==> config.mk <==
export PLATFORM = sky130hd
export DESIGN_NAME = sfs_frontend
export DESIGN_NICKNAME = d
export VERILOG_FILES = /design/src/sfs_pkg.sv /design/src/sfs_frontend.sv
export VERILOG_INCLUDE_DIRS = /design/src
export SDC_FILE = /design/constraint.sdc
export NUM_CORES = 1
export LEC_CHECK = 0
export BUFFER_PORTS_ARGS = -buffer_cell sky130_fd_sc_hd__buf_2
export CORE_ASPECT_RATIO = 0.75
export CORE_MARGIN = 2
export CORE_UTILIZATION = 59
export CTS_BUF_LIST = sky130_fd_sc_hd__clkbuf_4
export DETAILED_ROUTE_END_ITERATION = 8
export PLACE_DENSITY = 0.87
export SLEW_MARGIN = 30
export SYNTH_ARGS = -nofsm -noshare
export SYNTH_HDL_FRONTEND = slang
export SYNTH_SLANG_ARGS = --single-unit
==> constraint.sdc <==
create_clock -name clk_in -period 2.6 [get_ports clk_in]
set_clock_uncertainty 0.05 [all_clocks]
set_input_delay 0.39 -clock clk_in [delete_from_list [all_inputs] [get_ports clk_in]]
set_output_delay 0.39 -clock clk_in [all_outputs]
set_load 0.02 [all_outputs]
==> src/sfs_regs.svh <==
// Contract
// - operations start on chip select falling edge and end on its rising edge
// - deselected means standby, serial output released to high impedance
// - a self-timed program or erase keeps running; standby only after it ends
// - serial input is ignored whenever chip select is high
// - command, address and write data captured on rising serial clock edges
// - serial output bit changes on falling serial clock edges
// - host may use mode 0 or mode 3
// - write-protect low makes flagged sectors reject program and erase
// - hardware protection never touches the software protection enable
// - while write-protect is low the protection register cannot change
// - 8-bit opcode then address bytes, most significant bit first
// - program or erase under write-protect ignored; protect commands still run; code blocks only SFS_OP_PROG to sectors flagged in prot_map_in
// - reset low aborts work and holds the state machine idle
// - three address bytes follow the opcode
`ifndef SFS_REGS_SVH
`define SFS_REGS_SVH
`define SFS_ADDR_BYTES 3'h3
`define SFS_BYTE_BITS 4'h8
`define SFS_SECTORS 16
`endif
==> src/sfs_pkg.sv <==
package sfs_pkg;
  typedef enum logic [1:0] {
    SFS_IDLE = 2'b00,
    SFS_OPCODE = 2'b01,
    SFS_ADDR = 2'b10,
    SFS_DATA = 2'b11
  } sfs_phase_e;
  typedef enum logic [1:0] {
    SFS_OP_OTHER = 2'b00,
    SFS_OP_PROG = 2'b01,
    SFS_OP_PROT = 2'b10
  } sfs_kind_e;
endpackage

==> src/sfs_frontend.sv <==
`timescale 1ns/1ps
`include "sfs_regs.svh"
module sfs_frontend
  import sfs_pkg::*;
#(
  parameter int SECTORS = `SFS_SECTORS
) (
  input wire logic clk_in,
  input wire logic rst_b_in,
  input wire logic cs_b_in,
  input wire logic sck_in,
  input wire logic si_in,
  input wire logic wp_b_in,
  input wire logic reset_b_in,
  // decoder feedback: classify the opcode byte just taken
  input wire logic [1:0] op_kind_in,
  input wire logic [4:0] op_sector_in,
  input wire logic busy_in,
  input wire logic [7:0] rd_byte_in,
  input wire logic sw_prot_en_in,
  input wire logic [SECTORS-1:0] prot_map_in,
  output logic so_out,
  output logic so_oe_b_out,
  output logic [7:0] rx_byte_out,
  output logic rx_valid_out,
  output logic [1:0] rx_phase_out,
  output logic op_start_out,
  output logic op_end_out,
  output logic op_block_out,
  output logic prot_wr_ok_out,
  output logic standby_out,
  output logic rd_req_out
);
  ////////////////////////////////////////////////////////////////////////
  logic cs_m_reg, cs_s_reg, cs_d_reg;
  logic sck_m_reg, sck_s_reg, sck_d_reg;
  logic si_m_reg, si_s_reg, wp_m_reg, wp_s_reg, rst_m_reg, rst_s_reg;
  logic [7:0] shift_reg, tx_reg;
  logic [3:0] bit_cnt_reg;
  logic [2:0] addr_cnt_reg;
  sfs_phase_e phase_reg;
  logic pend_reg;
  logic run_b;
  logic cs_fall, cs_rise, sck_rise, sck_fall, sel;

  always_ff @(posedge clk_in) begin
    if (!rst_b_in) begin
      {cs_m_reg, cs_s_reg, cs_d_reg} <= 3'h7;
      {sck_m_reg, sck_s_reg, sck_d_reg} <= 3'h0;
      {si_m_reg, si_s_reg} <= 2'h0;
      {wp_m_reg, wp_s_reg} <= 2'h3;
      {rst_m_reg, rst_s_reg} <= 2'h0;
    end else begin
      cs_m_reg <= cs_b_in;
      cs_s_reg <= cs_m_reg;
      cs_d_reg <= cs_s_reg;
      sck_m_reg <= sck_in;
      sck_s_reg <= sck_m_reg;
      sck_d_reg <= sck_s_reg;
      si_m_reg <= si_in;
      si_s_reg <= si_m_reg;
      wp_m_reg <= wp_b_in;
      wp_s_reg <= wp_m_reg;
      rst_m_reg <= reset_b_in;
      rst_s_reg <= rst_m_reg;
    end
  end

  assign run_b = rst_b_in && rst_s_reg;
  assign cs_fall = cs_d_reg && !cs_s_reg;
  assign cs_rise = !cs_d_reg && cs_s_reg;
  assign sel = !cs_s_reg && !cs_d_reg;
  // edges only count while selected, so either idle level works
  assign sck_rise = sel && !sck_d_reg && sck_s_reg;
  assign sck_fall = sel && sck_d_reg && !sck_s_reg;

  ////////////////////////////////////////////////////////////////////////
  // receive path
  always_ff @(posedge clk_in) begin
    if (!run_b || cs_fall) begin
      bit_cnt_reg <= 4'h0;
      shift_reg <= 8'h00;
      rx_valid_out <= 1'b0;
      rx_byte_out <= 8'h00;
    end else if (cs_s_reg) begin
      bit_cnt_reg <= 4'h0;
      rx_valid_out <= 1'b0;
    end else if (sck_rise) begin
      shift_reg <= {shift_reg[6:0], si_s_reg};
      if (bit_cnt_reg == `SFS_BYTE_BITS - 4'h1) begin
        bit_cnt_reg <= 4'h0;
        rx_byte_out <= {shift_reg[6:0], si_s_reg};
        rx_valid_out <= 1'b1;
      end else begin
        bit_cnt_reg <= bit_cnt_reg + 4'h1;
        rx_valid_out <= 1'b0;
      end
    end else begin
      rx_valid_out <= 1'b0;
    end
  end

  ////////////////////////////////////////////////////////////////////////
  // command phase and protection
  always_ff @(posedge clk_in) begin
    if (!run_b) begin
      phase_reg <= SFS_IDLE;
      addr_cnt_reg <= 3'h0;
      op_block_out <= 1'b0;
    end else if (cs_fall) begin
      phase_reg <= SFS_OPCODE;
      addr_cnt_reg <= 3'h0;
      op_block_out <= 1'b0;
    end else if (cs_rise) begin
      phase_reg <= SFS_IDLE;
      op_block_out <= 1'b0;
    end else if (rx_valid_out) begin
      case (phase_reg)
        SFS_OPCODE: begin
          phase_reg <= SFS_ADDR;
          // sector known here from the decoder; protect-type ops still run
          op_block_out <= !wp_s_reg && op_kind_in == SFS_OP_PROG &&
            prot_map_in[op_sector_in[3:0]];
        end
        SFS_ADDR: begin
          if (addr_cnt_reg == `SFS_ADDR_BYTES - 3'h1) begin
            phase_reg <= SFS_DATA;
          end
          addr_cnt_reg <= addr_cnt_reg + 3'h1;
        end
        default: phase_reg <= phase_reg;
      endcase
    end
  end

  always_ff @(posedge clk_in) begin
    if (!run_b) begin
      prot_wr_ok_out <= 1'b0;
      op_start_out <= 1'b0;
      op_end_out <= 1'b0;
      rx_phase_out <= 2'h0;
    end else begin
      prot_wr_ok_out <= wp_s_reg;
      op_start_out <= cs_fall;
      op_end_out <= cs_rise;
      rx_phase_out <= phase_reg;
    end
  end

  ////////////////////////////////////////////////////////////////////////
  // transmit path: next bit is set up on falling edge
  always_ff @(posedge clk_in) begin
    if (!run_b) begin
      tx_reg <= 8'h00;
      so_out <= 1'b0;
      rd_req_out <= 1'b0;
    end else if (cs_fall) begin
      // bit held: output only moves on a falling serial clock edge
      tx_reg <= 8'h00;
      rd_req_out <= 1'b0;
    end else if (sck_fall && phase_reg == SFS_DATA) begin
      so_out <= (bit_cnt_reg == 4'h0) ? rd_byte_in[7] : tx_reg[7];
      tx_reg <= (bit_cnt_reg == 4'h0) ? {rd_byte_in[6:0], 1'b0} :
        {tx_reg[6:0], 1'b0};
      rd_req_out <= bit_cnt_reg == 4'h0;
    end else begin
      rd_req_out <= 1'b0;
    end
  end

  always_ff @(posedge clk_in) begin
    if (!run_b) begin
      so_oe_b_out <= 1'b1;
    end else begin
      so_oe_b_out <= cs_s_reg;
    end
  end

  ////////////////////////////////////////////////////////////////////////
  always_ff @(posedge clk_in) begin
    if (!run_b) begin
      pend_reg <= 1'b0;
      standby_out <= 1'b1;
    end else begin
      pend_reg <= busy_in;
      standby_out <= cs_s_reg && !busy_in && !pend_reg;
    end
  end
endmodule

Word-level counts from Yosys, hierarchy flattened
Index checks and enable logic that the tools add are counted.
- order comparisons: 1
- $add $sub $neg: 2
- reductions and logical operators: 38
- $mul: 0
- bitwise operators: 6
- equal/unequal tests: 8
- div/mod/pow operators: 0
- shifts and indexed selects: 0
- multiplexer cells: 11
- operators with widths (operator ; number):
    logical AND 1 bit ; 13
    AND reduction 3 bit ; 4
    OR reduction 3 bit ; 3
    zero test 1 bit ; 8
    two-way mux 8 bit ; 1
    two-way mux 1 bit ; 6
    inverter 1 bit ; 6
    AND reduction 2 bit ; 3
    < comparator 4 x 5 -> 1 bit, second input constant ; 1
    adder 4 x 1 -> 4 bit, second input constant ; 1
    binary-select mux 1 bit (select 4 bit) ; 1
    == test 2 x 1 -> 1 bit, second input constant ; 2
    == test 2 bit, second input constant ; 2
    == test 4 x 3 -> 1 bit, second input constant ; 1
    zero test 4 bit ; 1
    two-way mux 4 bit ; 1
    != test 4 bit, second input constant ; 1
    case mux 2 bit (2 select lines) ; 1
    nonzero test 4 bit ; 1
    OR reduction 2 bit ; 2
    adder 3 x 1 -> 3 bit, second input constant ; 1
    == test 3 x 2 -> 1 bit, second input constant ; 1
    nonzero test 3 bit ; 1
    two-way mux 2 bit ; 1
    other kinds (3) ; 3
- memories: 0
- latch bits: 0
- output and inout bits: 19
- RAM bits: 0
- bits of input ports: 40
- register bits after elaboration: 56
- memory bits (read-only): 0

Longest topological paths before layout
- depth in word-level cells: 7
- depth in mapped cells: 8
- gate-level depth less buffers: 6

Worst setup path after synthesis
Ideal clock, no wire load.
- path kind: register -> register
- start: reg cs_s_reg
- end: reg op_block_out
- required time: 2487 ps
- arrival: 1599 ps
- stages on the path, launching flop included: 8
- slack: 888 ps
- period minus slack after synthesis: 1712 ps
- path through: dfxtp_1 buf_2 inv_2 ha_1 or2_2 nor4_1 nand4_1 nand3_1
- cells in the longest elaborated chain, start to end: 3
- RTL lines (what ; line ; text):
    start, declared ; sfs_frontend.sv:35 ; logic cs_m_reg, cs_s_reg, cs_d_reg;
    start signal, assigned ; sfs_frontend.sv:55 ; cs_s_reg <= cs_m_reg;
    zero test 1 bit ; sfs_frontend.sv:70 ; assign cs_fall = cs_d_reg && !cs_s_reg;
    logical AND 1 bit ; sfs_frontend.sv:70 ;
    net cs_fall ; sfs_frontend.sv:44 ; logic cs_fall, cs_rise, sck_rise, sck_fall, sel;
    OR reduction 3 bit (no source line) ; -- ;
    end signal, assigned ; sfs_frontend.sv:122 ; op_block_out <= !wp_s_reg && op_kind_in == SFS_OP_PROG &&
    end, declared ; sfs_frontend.sv:29 ; output logic op_block_out,
The timed path passes the listed nets, and every way through them passes these cells.
A chain may end at the register's enable or synchronous reset.

Worst setup path after layout
Same ends and word-level chain as after synthesis.

==> flow_summary.toml <==
[outcome]
status = "completed"

[clock_tree]
cts_hold_buf = 0
cts.htree.levels = 2
ctsRootBufferMaster = "clkbuf_4"
cts_tree = "built"
clock-sinks = 55
post_cts_resized = 0
path_clk_slew_ps = 140
ctsLongestPathBuffers = 2
cts_setup_buffers = 0
cts_buffers = 5
clk_latency_ps = 370

[layout]
nets = 339
finalNonFillerCells = 342
fin_util_pct = 71.54
syn2layout_area_growth_pct = 14.61
drive_gt1_share_pct = 27.93
largest_register_ffs = 8
final_cell_area_um2 = 2670
n_antenna_cell = 0
mostFrequentLayoutCell = "buf_2"
fillers = 290
final_cell_mix = "56 x buf_2, 55 x dfxtp_1, 23 x mux2i_1"

[routing]
vias = 1763
wire_per_inst_um = 12.44
ant_nets = 0
drt_wl_total_mm = 4.256
viasPerCell = 5.155
drc = 0
drt_iter0_markers = 95
first_pass_iters = 4

[synth]
synth_xor_xnor_area_share_pct = 1.128
yosysSeqAreaShare_pct = 47.26
netlist_area_um2 = 2330
yosysTopAreaCellShare_pct = 47.26
synth_mux_area_share_pct = 9.882
ys_warn_count = 0
ys_ff_latch = 55
synth_largest_area_cell = "dfxtp_1"
netlist_top_cells_area = "dfxtp_1 47%, mux2i_1 9.9%, ha_1 5.4%"
synth_fp_nets = 285
synth-adder-area-share_pct = 5.371
synth.distinct_cells = 44
synth_compound_area_share_pct = 10.69
synthesis.instances = 235
synthSimpleGateAreaFrac_pct = 21.37
synth_top_family_by_area = "simple AND/OR/NAND/NOR gates"
syn_area_per_cell_um2 = 9.914

[place]
gp_congestion = 0.6992
dpl-instance-area_um2 = 2613
dp_cells = 334
place.port_buffers = 56
dpl.hpwl_mm = 3.168

[global_routing]
grt_pass1_wl_mm = 7.369
grt_util_all_layers_pct = 20.61
grt_pass1_vias = 1659
overflow = 0
grt_antenna_before_repair = 0
grt_max_degree = 27

[worst_setup_path]
cp.arrival_ps = 2350
path_max_fanout = 11
required_ps = 2860
critPathKind = "flip-flop to flip-flop"
worst_path_max_delay_cell = "dfxtp_1"
cp-end-kind = "flip-flop"
rrSetupSlack_ps = 510
crit_chain = "inv_2 > ha_1 > or2_2 > nor4_1 > nand4_1 > nand3_1"
start_kind = "flip-flop"
r2r.worst_path.cells = 6
cpPeakStageDelay_ps = 610

[die]
die_h_um = 58.42
fp.dieArea_um2 = 4473
dieWidth_um = 76.56
start_util_pct = 62.42
row_count = 19
io_pins = 59
coreArea_um2 = 3732

[sta]
worst_slew_pin_slew_ps = 588.7
slew_headroom_pct = 60.75
rsz0062_at_grt = "no"
setup_viol_count_final = 0
hold_viol_final = 0
fmax_mhz = 478.6
fin_crit_ps = 2090
finalSetupTns_ps = 0
slew_violations = 0
period_share_pct = 80.37

[flow_run]
maxCapViolations = 0

[pwr]
power_leakage_nw = 1.208
power.total_mw = 1.299
powerDensity_nw_per_um2 = 486.4
peakVddDrop_uv = 452.5

[worst_hold_path]
holdCritPathClass = "input port to flip-flop"
holdPathStages = 2
==> stage by stage <==
stage | hold slack [ps] | worst slack (ps)
floorplan | 334.6 | 888.4
global placement | 340.2 | 546.5
detailed placement | 346.0 | 547.5
CTS | 138.6 | 523.6
global route | 131.2 | 316.1
finish | 145.4 | 510.4
==> layout make-up <==
type | instances | area [um2] | share of cell area, %
clock buffers | 6 | 45.04 | 1.687
clock inverters | 2 | 12.51 | 0.4686
inverters | 8 | 30.03 | 1.125
multi-input cells | 162 | 1129 | 42.27
flip-flops and latches | 55 | 1101 | 41.24
well taps | 52 | 65.06 | 2.437
repair buffers | 57 | 287.8 | 10.78
==> critical path, delay by kind of cell (launching register included) <==
kind / cells / cell delay [ps]
buffers and inverters: 1 / 130
adder cells (fa/ha/maj): 1 / 300
AND/OR/NAND/NOR: 4 / 950
flip-flops: 1 / 610
==> per-layer routing <==
layer	vias up	GRT usage [%]	wire length [um]
met5	-	0	0
met4	0	7.013	43
met3	5	4.755	189
met2	35	35.15	1934
met1	805	26.39	2089
li1	918	-	-
==> synth_stat cells (all sizes together) <==
cell type  number
dfxtp          55
nor2           28
mux2i          23
nand2          16
a21oi          15
ha             10
a211oi          9
buf             9
o21ai           9
and2            8
inv             8
nand3           6
nand2b          4
and3            3
nor2b           3
a22oi           2
and3b           2
nand3b          2
nand4           2
nor3            2
or2             2
or2b            2
xor2            2
a21boi          1
and4b           1
clkbuf          1
nand4b          1
nor3b           1
nor4            1
o21a            1
o221a           1
o22ai           1
o311ai          1
or3b            1
or4             1
xnor2           1
==> report_power, final <==
part,internal (mW),switching [mW],leakage [nW],total [mW]
Sequential,0.852,0.00608,0.446,0.858
Clock,0.116,0.250,0.0333,0.366
Combinational,0.0398,0.0344,0.729,0.0741
==> path summary, 6_finish.rpt <==
| path | from | to |
|---|---|---|
| max | cs_s_reg | op_block_out |
| min | wp_b_in | wp_m_reg |
| max reg2reg | cs_s_reg | op_block_out |
| min reg2reg | wp_m_reg | wp_s_reg |
==> cell families (layout without fill, tap and decap cells) <==
logic type | after synthesis | in the layout
simple gates | 86 | 86
mux | 23 | 23
xor+xnor | 3 | 3
fa+ha+maj | 10 | 10
compound gates | 40 | 40
buf+inv | 18 | 73
flops | 55 | 55
No activity file was read; power rests on OpenSTA's default activity.
